--- config.mk ---
export PLATFORM = sky130hd
export DESIGN_NAME = afmh_handshake
export DESIGN_NICKNAME = d
export VERILOG_FILES = /design/src/verilog/afmh_pkg.sv /design/src/verilog/afmh_handshake.sv /design/src/verilog/afmh_mailbox_ram.sv
export SDC_FILE = /design/constraint.sdc
export NUM_CORES = 2
export LEC_CHECK = 0
export BUFFER_PORTS_ARGS = -buffer_cell sky130_fd_sc_hd__buf_4
export CAP_MARGIN = 0
export CORE_UTILIZATION = 60
export DETAILED_ROUTE_END_ITERATION = 8
export PLACE_DENSITY_LB_ADDON = 0.1
export SLEW_MARGIN = 20
export SYNTH_ARGS = -nofsm -noshare
export SYNTH_HDL_FRONTEND = slang
export SYNTH_SLANG_ARGS = --single-unit
export TNS_END_PERCENT = 10
--- constraint.sdc ---
create_clock -name CLK_IN -period 13.2 [get_ports CLK_IN]
set_clock_uncertainty 0.1 [all_clocks]
set_input_delay 1.98 -clock CLK_IN [delete_from_list [all_inputs] [get_ports CLK_IN]]
set_output_delay 1.98 -clock CLK_IN [all_outputs]
set_load 0.01 [all_outputs]
--- src/verilog/afmh_pkg.sv ---
// Constants, state type and helper function of the audio frame mailbox handshake.
// Assumes one 200 MHz clock shared with the host bus logic.
package afmh_pkg;
	// ****************************************
	// Register offsets
	// ****************************************
	localparam logic [7:0] REG_MBOX_PTR  = 8'h40;
	localparam logic [7:0] REG_MBOX_DATA = 8'h41;
	localparam logic [7:0] REG_HOST_CODE = 8'h50;
	localparam logic [7:0] REG_HS_STAT   = 8'h51;
	localparam logic [7:0] REG_DSP_CODE  = 8'h58;
	localparam logic [7:0] REG_CTRL      = 8'h60;
	localparam logic [7:0] REG_SFB_CFG   = 8'h62;
	localparam logic [7:0] REG_MASK      = 8'h74;
	localparam logic [7:0] REG_SUMMARY   = 8'h75;
	// ****************************************
	// Fields and reset values
	// ****************************************
	localparam int STAT_HOST_BUSY_BIT = 0;
	localparam int STAT_DSP_BUSY_BIT  = 1;
	localparam int STAT_READY_BIT     = 2;
	localparam int CTRL_RATE16_BIT    = 2;
	localparam int CTRL_PASS16_BIT    = 3;
	localparam int CTRL_INBAND_BIT    = 4;
	localparam int SUMMARY_DSP_INTERRUPT_FLAG_BIT   = 0;
	localparam int MASK_DSP_INTERRUPT_FLAG_BIT      = 0;
	localparam logic [1:0] INTERFACE_SELECT_HOST_HOST = 2'h0;
	localparam logic [1:0] INTERFACE_SELECT_SFB_HOST  = 2'h1;
	localparam logic [1:0] INTERFACE_SELECT_SFB_SAI   = 2'h2;
	localparam logic [7:0] CTRL_RESET     = 8'h02;
	localparam logic [7:0] SFB_CFG_RESET  = 8'h1f;
	localparam logic [7:0] MASK_RESET     = 8'h00;
	// ****************************************
	// Interrupt codes and sizes
	// ****************************************
	localparam logic [7:0] CODE_VOC_A    = 8'hc0;
	localparam logic [7:0] CODE_VOC_B    = 8'h80;
	localparam logic [7:0] CODE_COMP_REQ = 8'h24;
	localparam logic [7:0] CODE_UNC_ACK  = 8'h03;
	localparam logic [7:0] CODE_UNC_REQ  = 8'h02;
	localparam logic [7:0] CODE_FINISH   = 8'h04;
	localparam logic [7:0] CODE_READY    = 8'h05;
	localparam logic [8:0] UNC_BYTES_8K   = 9'h028;
	localparam logic [8:0] UNC_BYTES_16K  = 9'h050;
	localparam logic [8:0] PASS16_FIRST   = 9'h100;
	localparam logic [8:0] PASS16_OUTBAND = 9'h040;
	localparam logic [8:0] PASS16_INBAND  = 9'h050;
	localparam logic [1:0] LAST_UNC_EXCH  = 2'h3;
	// ****************************************
	// Timing
	// ****************************************
	localparam int CLK_MHZ        = 200;
	localparam int INIT_TIME_US   = 10000;
	localparam int EXCH_TIME_US   = 2500;
	localparam int INIT_CYCLES    = INIT_TIME_US * CLK_MHZ;
	localparam int EXCH_CYCLES    = EXCH_TIME_US * CLK_MHZ;

	typedef enum logic [3:0] {
		ST_INIT, ST_IDLE, ST_FINISH, ST_COMP_PUT, ST_COMP_WAIT, ST_COMP_GET,
		ST_UNC_PACE, ST_UNC_PUT, ST_UNC_WAIT, ST_UNC_GET
	} afmh_state_e;

	// Bytes moved per direction by one exchange
	function automatic logic [8:0] afmh_len(input logic comp, input logic pass16, input logic second,
		input logic rate16, input logic inband, input logic [8:0] comp_bytes);
		if (!comp)
			afmh_len = rate16 ? UNC_BYTES_16K : UNC_BYTES_8K;
		else if (pass16)
			afmh_len = !second ? PASS16_FIRST : (inband ? PASS16_INBAND : PASS16_OUTBAND);
		else
			afmh_len = comp_bytes;
	endfunction : afmh_len
endpackage : afmh_pkg
--- src/verilog/afmh_handshake.sv ---
// Audio frame mailbox handshake: host register port, mailbox and frame sequencer.
// Assumes the host bus strobes are synchronous one-cycle pulses on CLK_IN.
module afmh_handshake
	import afmh_pkg::*;
#(
	parameter logic [31:0] INIT_CYCLES_P = INIT_CYCLES,
	parameter logic [31:0] EXCH_CYCLES_P = EXCH_CYCLES
)(
	input  wire logic        CLK_IN,
	input  wire logic        RESET_N_IN,
	input  wire logic [7:0]  HOST_ADDR_IN,
	input  wire logic [7:0]  HOST_WDATA_IN,
	input  wire logic        HOST_WR_IN,
	input  wire logic        HOST_RD_IN,
	output logic      [7:0]  HOST_RDATA_OUT,
	output logic             HOST_INT_N_OUT,
	input  wire logic [15:0] CORE_TX_WORD_IN,
	input  wire logic        CORE_TX_VALID_IN,
	output logic             CORE_TX_READY_OUT,
	input  wire logic [8:0]  CORE_COMP_BYTES_IN,
	output logic      [15:0] CORE_RX_WORD_OUT,
	output logic             CORE_RX_VALID_OUT,
	output logic             CORE_RX_COMP_OUT,
	output logic      [1:0]  INTERFACE_SELECT_OUT,
	output logic      [7:0]  SFB_CFG_OUT
);
	// ****************************************
	// Declarations
	// ****************************************
	afmh_state_e state, next_state;
	logic [7:0]  host_code, next_host_code, dsp_code, next_dsp_code;
	logic        host_busy, next_host_busy, dsp_busy, next_dsp_busy;
	logic [7:0]  ctrl, next_ctrl, sfb_cfg, next_sfb_cfg, mask, next_mask, mbox_ptr, next_mbox_ptr;
	logic [7:0]  rdata, next_rdata;
	logic        int_n, next_int_n;
	logic [8:0]  dev_cnt, next_dev_cnt, col_cnt, next_col_cnt;
	logic [1:0]  exch, next_exch;
	logic        second, next_second, voc_toggle, next_voc_toggle, lo_phase, next_lo_phase;
	logic [7:0]  lo_hold, next_lo_hold, hi_hold, next_hi_hold;
	logic        rd_v, next_rd_v, col_hi, next_col_hi;
	logic [15:0] rx_word, next_rx_word;
	logic        rx_valid, next_rx_valid, rx_comp, next_rx_comp;
	logic [31:0] init_cnt, next_init_cnt, pace_cnt, next_pace_cnt;
	logic        dev_we, mem_we, is_put, is_get, comp, host_wr_code, ctrl_wr, pace_tick;
	logic [7:0]  dev_waddr, dev_wdata, mem_waddr, mem_wdata, mem_raddr, mem_q;
	logic [8:0]  len;
	logic [1:0]  wsel;

	assign is_put       = (state == ST_COMP_PUT) || (state == ST_UNC_PUT);
	assign is_get       = (state == ST_COMP_GET) || (state == ST_UNC_GET);
	assign comp         = (state == ST_COMP_PUT) || (state == ST_COMP_GET);
	assign len          = afmh_len(comp, ctrl[CTRL_PASS16_BIT], second, ctrl[CTRL_RATE16_BIT],
		ctrl[CTRL_INBAND_BIT], CORE_COMP_BYTES_IN);
	assign host_wr_code = HOST_WR_IN && (HOST_ADDR_IN == REG_HOST_CODE);
	assign ctrl_wr      = HOST_WR_IN && (HOST_ADDR_IN == REG_CTRL);
	assign wsel         = HOST_WDATA_IN[1:0];
	assign pace_tick    = (pace_cnt == EXCH_CYCLES_P - 32'h1);
	// Byte pairing: high byte written while the low byte waits
	assign CORE_TX_READY_OUT = is_put && !lo_phase;
	assign dev_we       = is_put && (lo_phase || CORE_TX_VALID_IN);
	assign dev_waddr    = lo_phase ? dev_cnt[7:0] + 8'h1 : dev_cnt[7:0];
	assign dev_wdata    = lo_phase ? lo_hold : CORE_TX_WORD_IN[15:8];
	// Device port wins the mailbox; the host must stay off it during a device run
	assign mem_we       = dev_we || (HOST_WR_IN && HOST_ADDR_IN == REG_MBOX_DATA);
	assign mem_waddr    = dev_we ? dev_waddr : mbox_ptr;
	assign mem_wdata    = dev_we ? dev_wdata : HOST_WDATA_IN;
	assign mem_raddr    = is_get ? dev_cnt[7:0] : mbox_ptr;

	afmh_mailbox_ram u_mbox (
		.clk_in    (CLK_IN),
		.we_in     (mem_we),
		.waddr_in  (mem_waddr),
		.wdata_in  (mem_wdata),
		.raddr_in  (mem_raddr),
		.rdata_out (mem_q)
	);

	// ****************************************
	// Host register port
	// ****************************************
	always_comb begin
		next_ctrl     = ctrl;
		next_sfb_cfg  = sfb_cfg;
		next_mask     = mask;
		next_mbox_ptr = mbox_ptr;
		next_host_code = host_code;
		next_rdata    = rdata;
		if (ctrl_wr) begin
			next_ctrl = HOST_WDATA_IN;
			if (wsel == INTERFACE_SELECT_SFB_HOST)
				next_sfb_cfg = SFB_CFG_RESET;
		end
		if (HOST_WR_IN) begin
			unique case (HOST_ADDR_IN)
				REG_MBOX_PTR:  next_mbox_ptr = HOST_WDATA_IN;
				REG_MBOX_DATA: next_mbox_ptr = mbox_ptr + 8'h1;
				REG_HOST_CODE: next_host_code = HOST_WDATA_IN;
				REG_MASK:      next_mask = HOST_WDATA_IN;
				// Overwrites are refused while the serial bus init is still running
				REG_SFB_CFG:   if (state != ST_INIT) next_sfb_cfg = HOST_WDATA_IN;
				default: ;
			endcase
		end
		if (HOST_RD_IN) begin
			unique case (HOST_ADDR_IN)
				REG_MBOX_PTR:  next_rdata = mbox_ptr;
				REG_MBOX_DATA: next_rdata = mem_q;
				REG_HOST_CODE: next_rdata = host_code;
				REG_HS_STAT:   next_rdata = {5'h0, state != ST_INIT, dsp_busy, host_busy};
				REG_DSP_CODE:  next_rdata = dsp_code;
				REG_CTRL:      next_rdata = ctrl;
				REG_SFB_CFG:   next_rdata = sfb_cfg;
				REG_MASK:      next_rdata = mask;
				REG_SUMMARY:   next_rdata = {7'h0, dsp_busy};
				default:       next_rdata = 8'h00;
			endcase
			if (HOST_ADDR_IN == REG_MBOX_DATA)
				next_mbox_ptr = mbox_ptr + 8'h1;
		end
		// Mask gates only the line, never the summary flag
		next_int_n = !(dsp_busy && mask[MASK_DSP_INTERRUPT_FLAG_BIT]);
	end

	always_ff @(posedge CLK_IN or negedge RESET_N_IN) begin
		if (!RESET_N_IN) begin
			ctrl      <= CTRL_RESET;
			sfb_cfg   <= SFB_CFG_RESET;
			mask      <= MASK_RESET;
			mbox_ptr  <= 8'h00;
			host_code <= 8'h00;
			rdata     <= 8'h00;
			int_n     <= 1'b1;
		end else begin
			ctrl      <= next_ctrl;
			sfb_cfg   <= next_sfb_cfg;
			mask      <= next_mask;
			mbox_ptr  <= next_mbox_ptr;
			host_code <= next_host_code;
			rdata     <= next_rdata;
			int_n     <= next_int_n;
		end
	end

	// ****************************************
	// Frame sequencer
	// ****************************************
	always_comb begin
		next_state      = state;
		next_dsp_code   = dsp_code;
		next_dsp_busy   = dsp_busy;
		next_host_busy  = host_busy;
		next_dev_cnt    = dev_cnt;
		next_col_cnt    = col_cnt;
		next_exch       = exch;
		next_second     = second;
		next_voc_toggle = voc_toggle;
		next_lo_phase   = lo_phase;
		next_lo_hold    = lo_hold;
		next_hi_hold    = hi_hold;
		next_col_hi     = col_hi;
		next_rx_word    = rx_word;
		next_rx_comp    = rx_comp;
		next_rx_valid   = 1'b0;
		next_rd_v       = 1'b0;
		next_init_cnt   = (init_cnt == 32'h0) ? 32'h0 : init_cnt - 32'h1;
		next_pace_cnt   = pace_tick ? 32'h0 : pace_cnt + 32'h1;
		// Host clears the device busy bit by writing one to it
		if (HOST_WR_IN && HOST_ADDR_IN == REG_HS_STAT && HOST_WDATA_IN[STAT_DSP_BUSY_BIT])
			next_dsp_busy = 1'b0;
		unique case (state)
			ST_INIT: if (init_cnt == 32'h0)
				next_state = (ctrl[1:0] == INTERFACE_SELECT_SFB_SAI) ? ST_IDLE : ST_FINISH;
			ST_IDLE: ;
			ST_FINISH: if (host_busy) begin
				next_host_busy = 1'b0;
				if (host_code == CODE_READY) begin
					next_state   = ST_COMP_PUT;
					next_second  = 1'b0;
					next_dev_cnt = 9'h0;
				end
			end
			ST_COMP_PUT, ST_UNC_PUT: begin
				if (lo_phase) begin
					next_lo_phase = 1'b0;
					next_dev_cnt  = dev_cnt + 9'h2;
					if (dev_cnt + 9'h2 == len) begin
						next_dsp_busy = 1'b1;
						next_dev_cnt  = 9'h0;
						if (comp) begin
							next_dsp_code   = voc_toggle ? CODE_VOC_B : CODE_VOC_A;
							next_voc_toggle = !voc_toggle;
							next_state      = ST_COMP_WAIT;
						end else begin
							next_dsp_code = CODE_UNC_ACK;
							next_state    = ST_UNC_WAIT;
						end
					end
				end else if (CORE_TX_VALID_IN) begin
					next_lo_phase = 1'b1;
					next_lo_hold  = CORE_TX_WORD_IN[7:0];
				end
			end
			ST_COMP_WAIT: if (host_busy && host_code == CODE_COMP_REQ) begin
				next_state   = ST_COMP_GET;
				next_col_cnt = 9'h0;
				next_col_hi  = 1'b1;
			end
			ST_UNC_WAIT: if (host_busy && host_code == CODE_UNC_REQ) begin
				next_state   = ST_UNC_GET;
				next_col_cnt = 9'h0;
				next_col_hi  = 1'b1;
			end
			ST_COMP_GET, ST_UNC_GET: begin
				if (dev_cnt != len) begin
					next_dev_cnt = dev_cnt + 9'h1;
					next_rd_v    = 1'b1;
				end
				if (rd_v) begin
					next_col_hi  = !col_hi;
					next_col_cnt = col_cnt + 9'h1;
					if (col_hi)
						next_hi_hold = mem_q;
					else begin
						next_rx_word  = {hi_hold, mem_q};
						// Kind travels with the word: the state has moved on by the last one
						next_rx_comp  = comp;
						next_rx_valid = 1'b1;
					end
				end
				if (rd_v && col_cnt + 9'h1 == len) begin
					next_host_busy = 1'b0;
					next_dev_cnt   = 9'h0;
					if (comp && ctrl[CTRL_PASS16_BIT] && !second) begin
						next_second = 1'b1;
						next_state  = ST_COMP_PUT;
					end else if (comp) begin
						next_exch  = 2'h0;
						next_state = ST_UNC_PACE;
					end else if (exch == LAST_UNC_EXCH) begin
						next_dsp_code = CODE_FINISH;
						next_dsp_busy = 1'b1;
						next_state    = ST_FINISH;
					end else begin
						next_exch  = exch + 2'h1;
						next_state = ST_UNC_PACE;
					end
				end
			end
			// Serial bus sets the pace; host-only mode runs as fast as the host answers
			ST_UNC_PACE: if (ctrl[1:0] != INTERFACE_SELECT_SFB_HOST || pace_tick)
				next_state = ST_UNC_PUT;
		endcase
		if (host_wr_code)
			next_host_busy = 1'b1;
		if (ctrl_wr) begin
			next_dev_cnt  = 9'h0;
			next_lo_phase = 1'b0;
			if (wsel == INTERFACE_SELECT_SFB_HOST) begin
				next_state    = ST_INIT;
				next_init_cnt = INIT_CYCLES_P - 32'h1;
			end else if (wsel == INTERFACE_SELECT_HOST_HOST)
				next_state = ST_FINISH;
			else
				next_state = ST_IDLE;
		end
	end

	always_ff @(posedge CLK_IN or negedge RESET_N_IN) begin
		if (!RESET_N_IN) begin
			state      <= ST_INIT;
			dsp_code   <= 8'h00;
			dsp_busy   <= 1'b0;
			host_busy  <= 1'b0;
			dev_cnt    <= 9'h0;
			col_cnt    <= 9'h0;
			exch       <= 2'h0;
			second     <= 1'b0;
			voc_toggle <= 1'b0;
			lo_phase   <= 1'b0;
			lo_hold    <= 8'h00;
			hi_hold    <= 8'h00;
			col_hi     <= 1'b1;
			rx_word    <= 16'h0000;
			rx_comp    <= 1'b0;
			rx_valid   <= 1'b0;
			rd_v       <= 1'b0;
			init_cnt   <= INIT_CYCLES_P - 32'h1;
			pace_cnt   <= 32'h0;
		end else begin
			state      <= next_state;
			dsp_code   <= next_dsp_code;
			dsp_busy   <= next_dsp_busy;
			host_busy  <= next_host_busy;
			dev_cnt    <= next_dev_cnt;
			col_cnt    <= next_col_cnt;
			exch       <= next_exch;
			second     <= next_second;
			voc_toggle <= next_voc_toggle;
			lo_phase   <= next_lo_phase;
			lo_hold    <= next_lo_hold;
			hi_hold    <= next_hi_hold;
			col_hi     <= next_col_hi;
			rx_word    <= next_rx_word;
			rx_comp    <= next_rx_comp;
			rx_valid   <= next_rx_valid;
			rd_v       <= next_rd_v;
			init_cnt   <= next_init_cnt;
			pace_cnt   <= next_pace_cnt;
		end
	end

	assign HOST_RDATA_OUT       = rdata;
	assign HOST_INT_N_OUT       = int_n;
	assign CORE_RX_WORD_OUT     = rx_word;
	assign CORE_RX_VALID_OUT    = rx_valid;
	assign CORE_RX_COMP_OUT     = rx_comp;
	assign INTERFACE_SELECT_OUT = ctrl[1:0];
	assign SFB_CFG_OUT          = sfb_cfg;
endmodule : afmh_handshake

--- src/verilog/afmh_mailbox_ram.sv ---
// Mailbox store: 256 bytes, one write port, one read port with registered data.
// Assumes the caller arbitrates the single address of each port.
module afmh_mailbox_ram
	import afmh_pkg::*;
(
	input  wire logic       clk_in,
	input  wire logic       we_in,
	input  wire logic [7:0] waddr_in,
	input  wire logic [7:0] wdata_in,
	input  wire logic [7:0] raddr_in,
	output logic      [7:0] rdata_out
);
	logic [7:0] mem [0:255];

	// No reset: contents are undefined until written, as a real mailbox RAM
	always_ff @(posedge clk_in) begin
		if (we_in)
			mem[waddr_in] <= wdata_in;
		rdata_out <= mem[raddr_in];
	end
endmodule : afmh_mailbox_ram

==> out/qor.txt <==
initial antenna violation count - 10
endpoints failing hold - 0
die height - 390 µm
RSZ-0062 raised after global routing - false
Hold Startpoint - mask[0]$_DFFE_PN0P_
global-route wire length before repair - 363 mm
nets@finish - 7421
Synth Area per Inst - 12.2 µm²
PostCTS Resize Cnt - 0
sequential share of power - 0.469
Antenna Violating Nets Remaining - 0
startpoint types - register
Worst Hold End - HOST_INT_N_OUT$_DFF_PN1_
slew margin rel. - 0.192
CTS Buf Count - 219
P_sw - 5.79 mW
Crit-path slowest cell - buf_4
max cap viols - 0
most common cell after layout, fill and taps aside - nand2_1
Placer Congestion - 0.892
area of placed instances - 93100 µm²
die area - 152000 µm²
die width - 390 µm
Leak - 33.7 nW
final setup margin - 7260 ps
Final Max Slew Viols - 0
Comb pwr share - 0.207
CP Data Required Time - 13860 ps
Crit path arrival time - 6600 ps
H-tree Lvls - 4
TritonCTS clock tree - yes
FF+latch count, synth - 2238
IO buf count - 83
vias in the first global route - 56800
Root Buffer - clkbuf_16
Worst Tran Pin Value - 1210 ps
switching share of power - 0.312
dpl cells - 9162
fraction of registers with async set/reset - 0.0813
gr usage total - 0.320
CTS max path bufs - 3
Seq/Total Area, Yosys - 0.732
Overflow after GRT - 0
cell-by-cell trace of the critical path - xnor2_1 > o21ai_0 > and2_4 > buf_4 > buf_4 > buf_4 > nand2_1 > nand3_1 > nand4_1 > o21ai_0 > o41ai_2 > buf_4 > nand4_1
most used cells in the layout excluding fill and tap cells - nand2_1, edfxtp_1, nand3_1, nor2_1, nand4_1
clock latency on the worst-skew pair - 830 ps
Hold Crit Class - reg2reg
vias per cell - 6.33
hold-critical path depth - 1
via count - 60500
DRC viols - 0
cell count after synthesis - 7429
reg2reg setup slack - 7260 ps
Total Power - 18.5 mW
Clock Pin Slew Worst Setup and Hold Paths - 60 ps
Setup CP Type - reg2reg
slowest stage delay, CP - 860 ps
post-route clock period utilization - 0.450
drt initial violations - 8300
Final Cell Area - 100000 µm²
maximum vdd drop - 0.181 mV
largest net degree at the start of global routing - 207
Reg2Reg Depth - 13
Layout Area Growth over Synthesis - 10.5%
CTS Sinks - 2238
Finished Layout Cells - 9565
worst r2r dst - u_mbox.rdata_out[5]$_DFF_P_
Synth area leaders - edfxtp_1, nand2_1, nand3_1
TritonRoute pass-1 iters - 8
share of cells above drive strength 1 - 0.0782
setup_tns - 0 ps
FMAX - 168 MHz
Mapped Nets - 7483
# Post-CTS Setup Buffers - 0
fin crit period - 5940 ps
Clock Power Share - 0.324
status - completed
internal power - 12.7 mW
Worst setup EP type - register
CP max FO - 88
Final HPWL DP - 140 mm
Row Count - 142
Place WS - 7180 ps
cell area after synthesis - 90500 µm²
Core ar. - 150000 µm²
cell repeated most along the worst path - buf_4
setup violators final - 0
WL/cell - 25.6 µm
Power Density - 185 nW/µm²
Routed WL - 245 mm
top cell type by total area after synthesis - edfxtp_1
Ports - 84
number of synthesized flops with an enable pin - 2048
post-synth top area share - 0.680
Primary FF master, synth - edfxtp_1
CTS Hold Bufs - 0
Starting Density - 0.604
synth warn - 0
origin of the critical flop-to-flop path - state[2]$_DFFE_PN0P_
Yosys cell types - 82
## metal layers
layer  track usage  share of wire
met1         0.457           0.39
met2         0.495           0.46
met3        0.0577           0.10
met4         0.126          0.041
met5             0        0.00017
## per-stage QoR
stage	hold WS (ps)	utilization
CTS	345	0.667
global placement	323	0.621
floorplan	287	-
detailed placement	340	0.621
global route	385	0.667
finish	352	0.667
## critical path, delay by kind of cell, from the launching register on
family                 cells  cell delay, ps
AO/OA/AOI/OAI              3            1100
XOR/XNOR                   1             200
AND/OR/NAND/NOR            5            1100
flip-flops                 1             710
buffers and inverters      4            2540
## state kept, by name, summed over array words and instances, names as in the netlist, 2 cells and up
signal / cells
CORE_RX_WORD_OUT: 16
HOST_RDATA_OUT: 8
SFB_CFG_OUT: 8
col_cnt: 9
ctrl: 8
dev_cnt: 9
dsp_code: 4
exch: 2
hi_hold: 8
host_code: 8
init_cnt: 32
lo_hold: 8
mask: 8
mbox_ptr: 8
pace_cnt: 32
state: 4
u_mbox.mem: 2048
u_mbox.rdata_out: 8
## area by class of cell
| type | count | area, µm² |
|---|---|---|
| antenna | 6 | 15.0 |
| clock buffer | 267 | 5700 |
| clock inverter | 130 | 1140 |
| fill | 10800 | 49800 |
| inverter | 33 | 124 |
| multi-input combinational | 4696 | 22700 |
| sequential | 2238 | 66200 |
| tap | 2016 | 2520 |
| timing repair buffer | 179 | 1530 |
## kinds of logic (layout without fill, tap and decap cells)
kind of cell / Yosys count / after routing / share of synthesized area
other cells: 0 / 6 / 0
compound gates: 540 / 540 / 0.0381
fa+ha+maj: 8 / 8 / 0.00111
flops: 2238 / 2238 / 0.732
buf+inv: 495 / 609 / 0.0208
xor+xnor: 94 / 94 / 0.00994
mux: 57 / 57 / 0.00679
simple gates: 3997 / 3997 / 0.191
## power groups by stage
stage          Sequential (mW)  Combinational (mW)  Clock [mW]
6_report                  8.69                3.83        6.01
3_5_place_dp              8.83                3.78           0
4_1_cts                   8.68                3.79        6.05
5_1_grt                   8.70                4.09        6.32
2_1_floorplan             9.03                2.17           0
3_3_place_gp              8.82                3.72           0
## synthesized netlist by cell type (15+ instances only)
library cell,number
o21ai_0,193
o22ai_1,15
edfxtp_1,2048
dfstp_2,21
xnor2_1,47
a22oi_1,24
and3_1,17
a31oi_1,136
nand2_1,2226
clkbuf_1,396
nand4_1,276
buf_1,56
nand3_1,933
nand2b_1,15
mux2_2,35
nor3_1,29
a21oi_1,41
nor4_1,21
xor2_1,41
dfrtp_1,161
o41ai_1,33
mux2i_1,22
inv_1,32
nor2_1,396
## how the worst max path moves through the flow
stage,to,cells after the start,start
after detailed placement,u_mbox.mem[4][2]$_DFFE_PP_,8,CORE_TX_VALID_IN
final,u_mbox.rdata_out[5]$_DFF_P_,13,state[2]$_DFFE_PN0P_
after floorplan,u_mbox.mem[0][5]$_DFFE_PP_,6,CORE_TX_VALID_IN
after global routing,u_mbox.rdata_out[5]$_DFF_P_,13,state[2]$_DFFE_PN0P_
after CTS,u_mbox.rdata_out[5]$_DFF_P_,13,state[2]$_DFFE_PN0P_
after global placement,u_mbox.rdata_out[4]$_DFF_P_,12,state[1]$_DFFE_PN0P_
(Power assumes the default switching activity.)
